==> src/rdq_defs.svh <==
// constants for the redriver equalization and mode configuration block
`ifndef RDQ_DEFS_SVH
`define RDQ_DEFS_SVH

`define RDQ_CLK_MHZ          100
`define RDQ_SWEEP_TIME_US    400
`define RDQ_QUICK_TIME_US    60
`define RDQ_STRAP_PINS       5
`define RDQ_EQ_W             4
`define RDQ_SCORE_W          8
`define RDQ_CNT_W            16
`define RDQ_EQ_MAX           4'hf
`define RDQ_EQ_RST           4'h0
`define RDQ_SWEEP_UPPER_DEF  4'h8
`define RDQ_QUICK_SHORT_EQ   4'h2
`define RDQ_QUICK_LONG_EQ    4'h9
`define RDQ_LVL_W            2
`define RDQ_PIN_HOST_LO      0
`define RDQ_PIN_HOST_HI      1
`define RDQ_PIN_CONN_LO      2
`define RDQ_PIN_CONN_HI      3
`define RDQ_PIN_MODE         4

`endif

==> src/rdq_pkg.sv <==
// types shared by the redriver equalization configuration modules
`default_nettype none
package rdq_pkg;
	typedef enum logic [1:0] {
		RDQ_LVL_0 = 2'h0,
		RDQ_LVL_R = 2'h1,
		RDQ_LVL_F = 2'h2,
		RDQ_LVL_1 = 2'h3
	} rdq_level_t;
	typedef enum logic [1:0] {
		RDQ_EQ_FIXED,
		RDQ_EQ_QUICK,
		RDQ_EQ_SWEEP
	} rdq_eq_mode_t;
endpackage
`default_nettype wire

==> src/rdq_strap_decode.sv <==
// four-level strap decoder: comparator thermometer codes to two-bit symbols
`default_nettype none
`include "rdq_defs.svh"
module rdq_strap_decode (
	// comparator outputs, three thresholds per pin
	input  wire logic [`RDQ_STRAP_PINS-1:0][2:0]            i_therm,
	// decoded symbols 0, R, F, 1 as 0..3
	output var  logic [`RDQ_STRAP_PINS-1:0][`RDQ_LVL_W-1:0] o_level
);
	import rdq_pkg::*;

	// a broken thermometer code can only come from a floating pin mid-settle,
	// so it is read as F rather than guessed
	function automatic rdq_level_t therm_to_level(input logic [2:0] t);
		unique case (t)
			3'h0:    therm_to_level = RDQ_LVL_0;
			3'h1:    therm_to_level = RDQ_LVL_R;
			3'h3:    therm_to_level = RDQ_LVL_F;
			3'h7:    therm_to_level = RDQ_LVL_1;
			default: therm_to_level = RDQ_LVL_F;
		endcase
	endfunction

	genvar g;
	generate
		for (g = 0; g < `RDQ_STRAP_PINS; g++) begin : g_pin
			always_comb begin
				o_level[g] = therm_to_level(i_therm[g]);
			end
		end
	endgenerate
endmodule // rdq_strap_decode
`default_nettype wire

==> src/rdq_adapt_engine.sv <==
// adaptive equalization engine for one connector-facing receiver
`default_nettype none
`include "rdq_defs.svh"
module rdq_adapt_engine #(
	parameter int unsigned STEP_CYCLES  = 2000,
	parameter int unsigned QUICK_CYCLES = 5000
) (
	input  wire logic                      i_clock,
	input  wire logic                      i_rst,
	// configuration
	input  wire logic                      i_run,
	input  wire rdq_pkg::rdq_eq_mode_t     i_mode,
	input  wire logic [`RDQ_EQ_W-1:0]      i_fixed_eq,
	input  wire logic [`RDQ_EQ_W-1:0]      i_upper,
	input  wire logic [`RDQ_EQ_W-1:0]      i_offset_amount,
	input  wire logic                      i_offset_direction,
	// channel observations
	input  wire logic                      i_insert,
	input  wire logic [`RDQ_SCORE_W-1:0]   i_eye_score,
	input  wire logic                      i_long_channel,
	// result
	output var  logic [`RDQ_EQ_W-1:0]      o_eq,
	output var  logic                      o_busy
);
	import rdq_pkg::*;

	typedef enum logic [1:0] {ST_IDLE, ST_SWEEP, ST_QUICK} rdq_eng_state_t;
	localparam logic [`RDQ_CNT_W-1:0] STEP_LAST  = `RDQ_CNT_W'(STEP_CYCLES - 1);
	localparam logic [`RDQ_CNT_W-1:0] QUICK_LAST = `RDQ_CNT_W'(QUICK_CYCLES - 1);

	rdq_eng_state_t            state_q, state_d;
	logic [`RDQ_CNT_W-1:0]     cnt_q, cnt_d;
	logic [`RDQ_EQ_W-1:0]      cand_q, cand_d, best_q, best_d, eq_q, eq_d;
	logic [`RDQ_SCORE_W-1:0]   score_q, score_d;

	// offset applied after the sweep; subtraction floors at zero
	function automatic logic [`RDQ_EQ_W-1:0] apply_offset(input logic [`RDQ_EQ_W-1:0] b,
			input logic [`RDQ_EQ_W-1:0] amt, input logic dir);
		logic [`RDQ_EQ_W:0] s;
		s = {1'b0, b} + {1'b0, amt};
		if (dir)
			apply_offset = (amt > b) ? `RDQ_EQ_RST : b - amt;
		else
			apply_offset = (s > {1'b0, `RDQ_EQ_MAX}) ? `RDQ_EQ_MAX : s[`RDQ_EQ_W-1:0];
	endfunction

	always_comb begin
		state_d = state_q;
		cnt_d   = cnt_q;
		cand_d  = cand_q;
		best_d  = best_q;
		score_d = score_q;
		eq_d    = eq_q;
		if (!i_run) begin
			state_d = ST_IDLE;
			cnt_d   = '0;
			cand_d  = '0;
			best_d  = '0;
			score_d = '0;
			eq_d    = `RDQ_EQ_RST;
		end else begin
			unique case (state_q)
				ST_IDLE: begin
					if (i_mode == RDQ_EQ_FIXED)
						eq_d = i_fixed_eq;
					if (i_insert && i_mode == RDQ_EQ_SWEEP) begin
						state_d = ST_SWEEP;
						cnt_d   = '0;
						cand_d  = '0;
						best_d  = '0;
						score_d = '0;
					end else if (i_insert && i_mode == RDQ_EQ_QUICK) begin
						state_d = ST_QUICK;
						cnt_d   = '0;
					end
				end
				ST_SWEEP: begin
					cnt_d = cnt_q + 1'b1;
					if (i_mode != RDQ_EQ_SWEEP) begin
						state_d = ST_IDLE;
					end else if (cnt_q == STEP_LAST) begin
						cnt_d = '0;
						// strict compare keeps the lowest index on a tie
						if (cand_q == '0 || i_eye_score > score_q) begin
							best_d  = cand_q;
							score_d = i_eye_score;
						end
						if (cand_q >= i_upper) begin
							eq_d    = apply_offset(best_d, i_offset_amount, i_offset_direction);
							state_d = ST_IDLE;
						end else begin
							cand_d = cand_q + 1'b1;
						end
					end
				end
				ST_QUICK: begin
					cnt_d = cnt_q + 1'b1;
					if (i_mode != RDQ_EQ_QUICK) begin
						state_d = ST_IDLE;
					end else if (cnt_q == QUICK_LAST) begin
						eq_d    = i_long_channel ? `RDQ_QUICK_LONG_EQ : `RDQ_QUICK_SHORT_EQ;
						state_d = ST_IDLE;
					end
				end
			endcase
		end
	end

	always_ff @(posedge i_clock or posedge i_rst) begin
		if (i_rst) begin
			state_q <= ST_IDLE;
			cnt_q   <= '0;
			cand_q  <= '0;
			best_q  <= '0;
			score_q <= '0;
			eq_q    <= `RDQ_EQ_RST;
		end else begin
			state_q <= state_d;
			cnt_q   <= cnt_d;
			cand_q  <= cand_d;
			best_q  <= best_d;
			score_q <= score_d;
			eq_q    <= eq_d;
		end
	end

	// the receiver runs the trial setting while sweeping
	always_comb begin
		o_eq   = (state_q == ST_SWEEP) ? cand_q : eq_q;
		o_busy = (state_q != ST_IDLE);
	end
endmodule // rdq_adapt_engine
`default_nettype wire

==> src/rdq_config.sv <==
// strap latch, register override and equalization mode control for the redriver
`default_nettype none
`include "rdq_defs.svh"

module rdq_config #(
	parameter int unsigned SWEEP_DONE_CYCLES = `RDQ_SWEEP_TIME_US * `RDQ_CLK_MHZ,
	parameter int unsigned QUICK_DONE_CYCLES = `RDQ_QUICK_TIME_US * `RDQ_CLK_MHZ
) (
	// clock and reset
	input  wire logic                                 i_clock,
	input  wire logic                                 i_rst,
	// enable pin and strap comparators
	input  wire logic                                 i_enable,
	input  wire logic [`RDQ_STRAP_PINS-1:0][2:0]      i_strap_therm,
	// register-mode configuration
	input  wire logic                                 i_reg_mode,
	input  wire logic [`RDQ_EQ_W-1:0]                 i_reg_host_eq,
	input  wire logic [`RDQ_EQ_W-1:0]                 i_reg_conn_a_eq,
	input  wire logic [`RDQ_EQ_W-1:0]                 i_reg_conn_b_eq,
	input  wire logic [1:0]                           i_reg_conn_mode,
	input  wire logic [`RDQ_EQ_W-1:0]                 i_reg_sweep_upper_limit,
	input  wire logic [`RDQ_EQ_W-1:0]                 i_reg_eq_offset_amount,
	input  wire logic                                 i_reg_eq_offset_direction,
	input  wire logic                                 i_reg_limited_enable,
	input  wire logic [1:0]                           i_reg_preshoot,
	input  wire logic [1:0]                           i_reg_deemphasis,
	// connector receiver observations
	input  wire logic                                 i_insert_a,
	input  wire logic                                 i_insert_b,
	input  wire logic [`RDQ_SCORE_W-1:0]              i_eye_score_a,
	input  wire logic [`RDQ_SCORE_W-1:0]              i_eye_score_b,
	input  wire logic                                 i_long_channel_a,
	input  wire logic                                 i_long_channel_b,
	// strap status
	output logic                                      o_strap_bias_off,
	output logic                                      o_straps_valid,
	// equalization settings
	output logic [`RDQ_EQ_W-1:0]                      o_host_side_receiver_eq,
	output logic [`RDQ_EQ_W-1:0]                      o_connector_rx_port_a_eq,
	output logic [`RDQ_EQ_W-1:0]                      o_connector_rx_port_b_eq,
	output logic [1:0]                                o_connector_eq_mode,
	output logic                                      o_adapt_busy_a,
	output logic                                      o_adapt_busy_b,
	// transmitter modes
	output logic                                      o_host_to_conn_linear,
	output logic                                      o_host_side_transmitter_limited,
	output logic [1:0]                                o_preshoot,
	output logic [1:0]                                o_deemphasis
);
	import rdq_pkg::*;

	// sweep step leaves margin for the apply cycle and the output register
	localparam int unsigned STEP_CYCLES  = (SWEEP_DONE_CYCLES - 8) / 16;
	localparam int unsigned QUICK_CYCLES = QUICK_DONE_CYCLES - 4;

	// strap symbol 1 and register code 3 fall back to fixed, the safe choice
	function automatic rdq_eq_mode_t decode_mode(input logic [1:0] code);
		unique case (code)
			2'h1:    decode_mode = RDQ_EQ_QUICK;
			2'h2:    decode_mode = RDQ_EQ_SWEEP;
			default: decode_mode = RDQ_EQ_FIXED;
		endcase
	endfunction

	// ---- strap sampling
	logic [`RDQ_STRAP_PINS-1:0][`RDQ_LVL_W-1:0] level;
	logic [`RDQ_STRAP_PINS-1:0][`RDQ_LVL_W-1:0] strap_q, strap_d;
	logic                                       en_q, en_d;
	logic                                       valid_q, valid_d;
	logic                                       bias_q, bias_d;

	rdq_strap_decode u_decode (
		.i_therm (i_strap_therm),
		.o_level (level)
	);

	always_comb begin
		en_d    = i_enable;
		strap_d = strap_q;
		valid_d = valid_q;
		bias_d  = bias_q;
		if (!i_enable) begin
			strap_d = '0;
			valid_d = 1'b0;
			bias_d  = 1'b0;
		end else if (!en_q) begin
			strap_d = level;
			valid_d = 1'b1;
		end else if (valid_q) begin
			bias_d = 1'b1;
		end
	end

	always_ff @(posedge i_clock or posedge i_rst) begin
		if (i_rst) begin
			en_q    <= 1'b0;
			strap_q <= '0;
			valid_q <= 1'b0;
			bias_q  <= 1'b0;
		end else begin
			en_q    <= en_d;
			strap_q <= strap_d;
			valid_q <= valid_d;
			bias_q  <= bias_d;
		end
	end

	// ---- source selection
	logic [`RDQ_EQ_W-1:0] host_eq, conn_a_eq, conn_b_eq, strap_host_eq, strap_conn_eq;
	logic [`RDQ_EQ_W-1:0] upper, offset_amount;
	logic                 offset_direction;
	rdq_eq_mode_t         conn_mode;

	always_comb begin
		strap_host_eq = {strap_q[`RDQ_PIN_HOST_HI], strap_q[`RDQ_PIN_HOST_LO]};
		strap_conn_eq = {strap_q[`RDQ_PIN_CONN_HI], strap_q[`RDQ_PIN_CONN_LO]};
		if (i_reg_mode) begin
			host_eq          = i_reg_host_eq;
			conn_a_eq        = i_reg_conn_a_eq;
			conn_b_eq        = i_reg_conn_b_eq;
			conn_mode        = decode_mode(i_reg_conn_mode);
			upper            = i_reg_sweep_upper_limit;
			offset_amount    = i_reg_eq_offset_amount;
			offset_direction = i_reg_eq_offset_direction;
		end else begin
			host_eq          = strap_host_eq;
			conn_a_eq        = strap_conn_eq;
			conn_b_eq        = strap_conn_eq;
			conn_mode        = decode_mode(strap_q[`RDQ_PIN_MODE]);
			upper            = `RDQ_SWEEP_UPPER_DEF;
			offset_amount    = `RDQ_EQ_RST;
			offset_direction = 1'b0;
		end
	end

	// ---- adaptive engines, one per connector receiver
	logic [1:0]                        insert, long_ch, busy;
	logic [1:0][`RDQ_SCORE_W-1:0]      score;
	logic [1:0][`RDQ_EQ_W-1:0]         fixed_eq, eng_eq;

	always_comb begin
		insert   = {i_insert_b, i_insert_a};
		long_ch  = {i_long_channel_b, i_long_channel_a};
		score    = {i_eye_score_b, i_eye_score_a};
		fixed_eq = {conn_b_eq, conn_a_eq};
	end

	genvar g;
	generate
		for (g = 0; g < 2; g++) begin : g_port
			rdq_adapt_engine #(
				.STEP_CYCLES  (STEP_CYCLES),
				.QUICK_CYCLES (QUICK_CYCLES)
			) u_engine (
				.i_clock            (i_clock),
				.i_rst              (i_rst),
				.i_run              (valid_q),
				.i_mode             (conn_mode),
				.i_fixed_eq         (fixed_eq[g]),
				.i_upper            (upper),
				.i_offset_amount    (offset_amount),
				.i_offset_direction (offset_direction),
				.i_insert           (insert[g]),
				.i_eye_score        (score[g]),
				.i_long_channel     (long_ch[g]),
				.o_eq               (eng_eq[g]),
				.o_busy             (busy[g])
			);
		end
	endgenerate

	// ---- registered outputs
	logic [`RDQ_EQ_W-1:0] host_q, host_d, a_q, a_d, b_q, b_d;
	logic [1:0]           mode_q, mode_d, pre_q, pre_d, de_q, de_d;
	logic                 lim_q, lim_d, busy_a_q, busy_a_d, busy_b_q, busy_b_d, lin_q, lin_d;

	always_comb begin
		host_d   = host_eq;
		a_d      = eng_eq[0];
		b_d      = eng_eq[1];
		mode_d   = conn_mode;
		busy_a_d = busy[0];
		busy_b_d = busy[1];
		lin_d    = 1'b1;
		lim_d    = i_reg_mode & i_reg_limited_enable;
		pre_d    = lim_d ? i_reg_preshoot : 2'h0;
		de_d     = lim_d ? i_reg_deemphasis : 2'h0;
		if (!valid_q) begin
			host_d = `RDQ_EQ_RST;
			mode_d = RDQ_EQ_FIXED;
		end
	end

	always_ff @(posedge i_clock or posedge i_rst) begin
		if (i_rst) begin
			host_q   <= `RDQ_EQ_RST;
			a_q      <= `RDQ_EQ_RST;
			b_q      <= `RDQ_EQ_RST;
			mode_q   <= RDQ_EQ_FIXED;
			busy_a_q <= 1'b0;
			busy_b_q <= 1'b0;
			lin_q    <= 1'b1;
			lim_q    <= 1'b0;
			pre_q    <= 2'h0;
			de_q     <= 2'h0;
		end else begin
			host_q   <= host_d;
			a_q      <= a_d;
			b_q      <= b_d;
			mode_q   <= mode_d;
			busy_a_q <= busy_a_d;
			busy_b_q <= busy_b_d;
			lin_q    <= lin_d;
			lim_q    <= lim_d;
			pre_q    <= pre_d;
			de_q     <= de_d;
		end
	end

	always_comb begin
		o_strap_bias_off                = bias_q;
		o_straps_valid                  = valid_q;
		o_host_side_receiver_eq         = host_q;
		o_connector_rx_port_a_eq        = a_q;
		o_connector_rx_port_b_eq        = b_q;
		o_connector_eq_mode             = mode_q;
		o_adapt_busy_a                  = busy_a_q;
		o_adapt_busy_b                  = busy_b_q;
		o_host_to_conn_linear           = lin_q;
		o_host_side_transmitter_limited = lim_q;
		o_preshoot                      = pre_q;
		o_deemphasis                    = de_q;
	end
endmodule // rdq_config
`default_nettype wire

==> config.mk <==
export PLATFORM = sky130hd
export DESIGN_NAME = rdq_config
export DESIGN_NICKNAME = d
export VERILOG_FILES = /design/src/rdq_pkg.sv /design/src/rdq_strap_decode.sv /design/src/rdq_adapt_engine.sv /design/src/rdq_config.sv
export VERILOG_INCLUDE_DIRS = /design/src
export SDC_FILE = /design/constraint.sdc
export NUM_CORES = 1
export LEC_CHECK = 0
export BUFFER_PORTS_ARGS = -buffer_cell sky130_fd_sc_hd__buf_2
export CAP_MARGIN = 15
export CORE_MARGIN = 2
export CORE_UTILIZATION = 59
export CTS_BUF_LIST = sky130_fd_sc_hd__clkbuf_8 sky130_fd_sc_hd__clkbuf_16
export CTS_CLUSTER_SIZE = 28
export DETAILED_ROUTE_END_ITERATION = 7
export GPL_TIMING_DRIVEN = 0
export PLACE_DENSITY_LB_ADDON = 0.1
export SYNTH_ARGS = -nofsm -noshare
export SYNTH_HDL_FRONTEND = slang
export SYNTH_SLANG_ARGS = --single-unit
==> constraint.sdc <==
create_clock -name i_clock -period 4.89 [get_ports i_clock]
set_input_delay 0 -clock i_clock [delete_from_list [all_inputs] [get_ports i_clock]]
set_output_delay 0 -clock i_clock [all_outputs]
set_load 0.005 [all_outputs]
### Word-level counts from Yosys, hierarchy flattened

Cells that the tools add are included.

| operators by class | value |
|---|---|
| add/sub/neg operators | 8 |
| magnitude comparators | 8 |
| equal/unequal tests | 57 |
| multiplexer cells | 123 |
| bitwise logic cells | 1 |
| reductions and logical operators | 29 |

Operators by type and width:

| operator | number |
|---|---|
| $mux 4 | 56 |
| $mux 16 | 10 |
| $pmux 16 s3 | 2 |
| $mux 8 | 10 |
| $pmux 2 s3 | 7 |
| $mux 2 | 20 |
| $ne 3x2->1 const B | 11 |
| $add 16x1->16 const B | 2 |
| $eq 16x12->1 const B | 2 |
| $eq 16x13->1 const B | 2 |
| $pmux 4 s2 | 4 |
| $pmux 8 s2 | 2 |
| $pmux 4 s3 | 2 |
| $ne 3x3->1 const B | 7 |
| $mux 10 | 2 |
| $ne 4x2->1 const B | 5 |
| $reduce_and 5->1 | 4 |
| $gt 8x8->1 | 2 |
| $reduce_and 4->1 | 4 |
| $eq 3x1->1 const B | 5 |
| $eq 3x3->1 const B | 5 |
| $logic_not 3->1 | 5 |
| $ne 4x3->1 const B | 3 |
| $reduce_and 6->1 | 2 |
| other kinds (20) | 52 |

| word-level totals | value |
|---|---|
| flip-flop bits (word level) | 110 |
| input bits | 67 |
| logic and storage cells | 255 |

### Depth between registers and ports, before layout

| logic depth | value |
|---|---|
| depth in word-level cells | 16 |
| depth in mapped cells | 16 |
| gate-level depth less buffers | 16 |

### By module

From an unflattened synthesis, not the netlist that was laid out.

| unflattened totals | value |
|---|---|
| cell total of the unflattened synthesis | 780 |
| area, all modules | 7465.9 µm² |

Modules (own cells, without submodules):

| module | instances | cells an instance | area an instance (µm²) | seq. area each (µm²) |
|---|---|---|---|---|
| rdq_adapt_engine (g_port[1].u_engine) | 1 | 322 | 2996.6 | 950.9 |
| rdq_adapt_engine (g_port[0].u_engine) | 1 | 324 | 2956.6 | 950.9 |
| rdq_config | 1 | 119 | 1393.8 | 850.8 |
| rdq_strap_decode | 1 | 15 | 118.9 | 0.0 |

### Worst setup path before layout

Ideal clock, no wire load.

| timing path | value |
|---|---|
| path type | flip-flop to flip-flop |
| start | reg g_port[1].u_engine.score_q[2] |
| end | reg g_port[1].u_engine.eq_q[1] |
| data arrival time | 3497 ps |
| required time | 4765 ps |
| setup slack | 1269 ps |
| stages on the path, launching flop included | 14 |
| buffers on the path | 0 |
| period minus slack after synthesis | 3621 ps |
| cell sequence | dfrtp_1 inv_1 ha_1 and4b_1 a211oi_1 o22ai_1 a21oi_1 mux2_2 ha_1 fa_1 a221o_1 o311a_1 o211a_1 mux2_2 |

| on the way | value |
|---|---|
| cells in the longest elaborated chain, start to end | 16 |

Ends and longest elaborated chain:

| element | line | text |
|---|---|---|
| start, declared | rdq_adapt_engine.sv:34 | `` logic [`RDQ_SCORE_W-1:0] score_q, score_d; `` |
| start signal, assigned | rdq_adapt_engine.sv:122 | `score_q <= score_d;` |
| $gt 8x8->1 (*) | rdq_adapt_engine.sv:84 | `if (cand_q == '0 \|\| i_eye_score > score_q) begin` |
| $logic_or 1x1->1 (*) | rdq_adapt_engine.sv:84 |  |
| $mux 4 (*) | rdq_adapt_engine.sv:84 |  |
| $mux 4 (*) | rdq_adapt_engine.sv:81 | `end else if (cnt_q == STEP_LAST) begin` |
| $mux 4 (*) | rdq_adapt_engine.sv:79 | `if (i_mode != RDQ_EQ_SWEEP) begin` |
| $mux 4 (*) | rdq_adapt_engine.sv:62 | `unique case (state_q)` |
| $mux 4 (*) | rdq_adapt_engine.sv:54 | `if (!i_run) begin` |
| $add 4x4->5 | rdq_adapt_engine.sv:40 | `s = {1'b0, b} + {1'b0, amt};` |
| $gt 5x4->1 | rdq_adapt_engine.sv:44 | `` apply_offset = (s > {1'b0, `RDQ_EQ_MAX}) ? `RDQ_EQ_MAX : s[`RDQ_EQ_W-1:0]; `` |
| $mux 4 | rdq_adapt_engine.sv:44 |  |
| $mux 4 (*) | rdq_adapt_engine.sv:41 | `if (dir)` |
| $mux 4 (*) | rdq_adapt_engine.sv:88 | `if (cand_q >= i_upper) begin` |
| $mux 4 (*) | rdq_adapt_engine.sv:81 |  |
| $mux 4 (*) | rdq_adapt_engine.sv:79 |  |
| $pmux 4 s3 (*) | rdq_adapt_engine.sv:62 |  |
| $mux 4 (*) | rdq_adapt_engine.sv:54 |  |
| end signal, assigned | rdq_adapt_engine.sv:116 | `` eq_q <= `RDQ_EQ_RST; `` |
| end signal, assigned | rdq_adapt_engine.sv:123 | `eq_q <= eq_d;` |
| end, declared | rdq_adapt_engine.sv:33 | `` logic [`RDQ_EQ_W-1:0] cand_q, cand_d, best_q, best_d, eq_q, eq_d; `` |

Every way passes the cells marked *; elsewhere a longest branch is shown, timed or not. The select of a mux whose other input is x is not followed.
A chain may end at the register's enable or synchronous reset.

### Worst setup path after layout

| timing path | value |
|---|---|
| start | reg g_port[0].u_engine.cand_q[0] |
| end | reg g_port[0].u_engine.eq_q[3] |

| on the way | value |
|---|---|
| cells in the longest elaborated chain, start to end | 16 |

Ends and longest elaborated chain:

| element | line | text |
|---|---|---|
| start, declared | rdq_adapt_engine.sv:33 |  |
| start signal, assigned | rdq_adapt_engine.sv:120 | `cand_q <= cand_d;` |
| $logic_not 4->1 | rdq_adapt_engine.sv:84 |  |
| $logic_or 1x1->1 | rdq_adapt_engine.sv:84 |  |
| $mux 4 | rdq_adapt_engine.sv:84 |  |
| $mux 4 | rdq_adapt_engine.sv:81 |  |
| $mux 4 | rdq_adapt_engine.sv:79 |  |
| $mux 4 | rdq_adapt_engine.sv:62 |  |
| $mux 4 | rdq_adapt_engine.sv:54 |  |
| $add 4x4->5 | rdq_adapt_engine.sv:40 |  |
| $gt 5x4->1 | rdq_adapt_engine.sv:44 |  |
| $mux 4 | rdq_adapt_engine.sv:44 |  |
| $mux 4 | rdq_adapt_engine.sv:41 |  |
| $mux 4 | rdq_adapt_engine.sv:88 |  |
| $mux 4 | rdq_adapt_engine.sv:81 |  |
| $mux 4 | rdq_adapt_engine.sv:79 |  |
| $pmux 4 s3 | rdq_adapt_engine.sv:62 |  |
| $mux 4 | rdq_adapt_engine.sv:54 |  |
| end signal, assigned | rdq_adapt_engine.sv:116 |  |
| end signal, assigned | rdq_adapt_engine.sv:123 |  |
| end, declared | rdq_adapt_engine.sv:33 |  |

Several ways; a longest one is shown, not always the timed one. The select of a mux whose other input is x is not followed.

==> impl_metrics.toml <==
[sta]
whs_ns = 0.01666
worst_pin_slew_ns = 0.8381
max_freq_mhz = 242.0
fin_crit_ns = 4.133
hold_violations = 0
finalSetupViolations = 0
rsz0062_at_grt = "no"
slew_headroom_pct = 43.88
drv_slew = 0
timing.final.crit_share_pct = 84.52
finalSetupTns_ns = 0
clock_skew_ns = 0.01052

[floorplanning]
placementRows = 40
core_mm2 = 0.01186
ios = 91
die-area_mm2 = 0.01294
dieHeight_um = 113.8
initial_utilization_pct = 59.92
floorplan.die.width_um = 113.8

[critical_path]
end_kind = "register"
crit_required_ns = 5.14
slowest_stage = "or4_1"
r2r_start = "g_port[0].u_engine.cand_q[0]$_DFFE_PP0P_"
crit_path_start_kind = "register"
endpoint = "g_port[0].u_engine.eq_q[3]$_DFFE_PP0P_"
r2r_slack_ns = 0.76
worstPathMaxFanout = 7
crit_type = "register to register"
r2r_cells = 13
arrival_ns = 4.38
worst_r2r_endpoint = "g_port[0].u_engine.eq_q[3]$_DFFE_PP0P_"
slowest_delay_ns = 0.48
path_cells = "inv_1 > ha_1 > nor2b_1 > nor2b_1 > nor3_1 > a21oi_1 > mux2_2 > ha_1 > fa_1 > or4_1 > a2111oi_0 > o31ai_1 > mux2_2"
cp-startpoint = "g_port[0].u_engine.cand_q[0]$_DFFE_PP0P_"

[final_layout]
syn_to_final_growth_pct = 17.75
finalNetCount = 1045
drive_gt1_share_pct = 16.77
stdcell_area_mm2 = 0.008368
antenna_cells = 0

[pwr]
ir_worst_vdd_uv = 233.7
p_int_mw = 1.469
p_leak_nw = 3.955
cellPowerDensity_mw_per_mm2 = 246.3
swShare_pct = 28.71
comb_power_share_pct = 18.4
pwr-share-clk_pct = 34.8
p_sw_uw = 591.5
p_seq_share_pct = 46.8

[synth]
ys_warn_count = 0
synthAdderAreaFrac_pct = 10.63
syn_nets = 912
yosysMostFrequentCell = "dfrtp_1"
yosys.area.top_type_share_pct = 38.73
synthMuxAreaShare_pct = 5.070
ys_top_cells_by_area = "dfrtp_1 (39%), ha_1 (9.5%), o21ai_0 (5.6%)"
ys_types = 80
synth_compound_area_share_pct = 20.44
synth_edf_count = 0
avgSynthCellArea_um2 = 9.030
synthCells = 787
ys_ff_latch = 110
yosys.area.top_type = "dfrtp_1"
synth-xor-area-share_pct = 1.109
synth-simple-area-share_pct = 18.86
netlist_top_cells_count = "dfrtp_1 (110), o21ai_0 (80), nand2_1 (79), inv_1 (61), ha_1 (54)"
synth_ff_type = "dfrtp_1"
syn-cell-area_mm2 = 0.007107
synth_top_family_by_area = "compound AO/OA/AOI/OAI gates"
yosysSeqAreaShare_pct = 38.73
synthArstFlopShare_pct = 100.0

[drt]
drt_iter0_markers = 453
drt-met1-wl_um = 7810
final_antenna_net_count = 0
remaining_drc_errors = 0
wl_per_cell_um = 16.61
dr.max_layer_used = "met4"
dr_total_vias = 6329
wl_um = 17790
firstDrtPassIters = 6
wl_met2_um = 8821
vias_per_cell = 5.909
wl_met3_um = 730

[global_routing]
grt_max_degree = 62
grt_pass1_wl_um = 29830
grt_overflow_total = 0
grt_pass1_vias = 6394
antenna_found_initial = 0
grt.total_usage_pct = 28.72

[clock_network]
clock_sinks = 110
cts.clk_slew.worst_paths_ns = 0.08
clk_path_buf_depth = 2
htreeDepth = 3
root_buffer = "clkbuf_16"
cts_tree = "built"
clk_latency_ns = 0.36
post-cts-setup-buffers = 0
cts_buffers = 9

[hold_path]
holdPathStages = 5
hold_path.class = "input port to register"

[placed_design]
hpwl_um = 13110
routabilityCongestion = 0.9063
dpl_cell_area_mm2 = 0.007766
io_buffers = 89

[status]
outcome = "finished clean"

[run]
maxCapViolCount = 0
==> flip-flops by register name (all words and copies together), names as in the netlist, 4 cells and up <==
name / flops
g_port.u_engine.cand_q: 8
strap_host_eq: 4
g_port.u_engine.best_q: 8
g_port.u_engine.score_q: 16
g_port.u_engine.eq_q: 8
g_port.u_engine.state_q: 4
o_connector_rx_port_a_eq: 4
g_port.u_engine.cnt_q: 32
strap_conn_eq: 4
o_host_side_receiver_eq: 4
o_connector_rx_port_b_eq: 4
==> power groups by stage <==
| stage | sequential, mW | combinational, mW | clock, mW |
|---|---|---|---|
| after floorplan | 0.980 | 0.230 | 0 |
| after global placement | 0.981 | 0.341 | 0 |
| after detailed placement | 0.982 | 0.355 | 0 |
| after CTS | 0.964 | 0.377 | 0.731 |
| after global routing | 0.968 | 0.419 | 0.761 |
| final | 0.964 | 0.380 | 0.716 |
==> through the flow <==
step                      utilization [%]  instances  worst slack [ns]  power [mW]
after floorplan                         -        787             1.269       1.211
after global placement              65.22       1023            0.7803       1.321
after detailed placement            65.47       1024            0.8002       1.336
after CTS                           70.55       1071            0.7844       2.072
after global routing                70.55       1071            0.3624       2.149
final                               70.55       1071            0.7570       2.061
==> worst min path at each step <==
stage                      start                           end  slack (ns)
2_1_floorplan           i_enable                en_q$_DFF_PP0_        0.03
3_3_place_gp            i_enable                en_q$_DFF_PP0_        0.23
3_5_place_dp               i_rst      o_adapt_busy_a$_DFF_PP0_        0.14
4_1_cts         i_strap_therm[1]  strap_host_eq[1]$_DFFE_PP0P_        0.01
5_1_grt        i_strap_therm[12]        strap_q[8]$_DFFE_PP0P_        0.03
6_report        i_strap_therm[1]  strap_host_eq[1]$_DFFE_PP0P_        0.02
==> critical path, delay by kind of cell, from the launching register on <==
kind	cells	cell delay [ns]
buf+inv	1	0.15
fa+ha+maj	3	0.80
compound gates	3	0.93
mux	2	0.69
flops	1	0.45
simple gates	4	1.00
==> layout make-up <==
class                   instances  area, µm²
plain buffers                  29      130.1
clock buffers                  10      239.0
clock inverters                 5      42.54
fillers                       945       3493
inverters                      62      235.2
multi-input cells             586       3991
flip-flops and latches        110       2753
well taps                     147      183.9
repair buffers                122      793.3
==> metal layers <==
layer | track usage (%) | vias to the layer above
li1 | - | 3074
met1 | 36.81 | 3058
met2 | 48.98 | 162
met3 | 5.526 | 35
met4 | 9.919 | 0
met5 | 0 | -
==> cell usage in the layout, fill, tap and decap left out, drive strengths merged, types with 9 or more instances in the layout <==
master,Yosys,final
dfrtp,110,110
buf,10,100
o21ai,95,95
nand2,79,79
inv,61,63
ha,54,54
nor2,52,52
a21oi,42,42
dlygate4sd3,0,32
clkbuf,19,29
nand3,22,22
mux2,22,22
and3,16,16
nand2b,14,14
nor2b,14,14
o31ai,14,14
and2,13,13
nand4,13,13
a22o,11,11
mux2i,10,10
a31oi,9,9
nor4,9,9
==> kinds of logic after synthesis <==
group | count (synthesis)
xor gates and xnor gates | 9
adders and majority gates | 58
buffers and inverters | 91
DFF | 110
muxes | 32
and+or+nand+nor | 261
AOI/OAI and AO/OA | 225
other | 1
==> timing repair <==
action | CTS | global route
endpoints found under the hold margin | 83 | 0
gates resized for setup | 0 | 0
hold buffers | 32 | 0
Power figures use the tool's default switching activity.
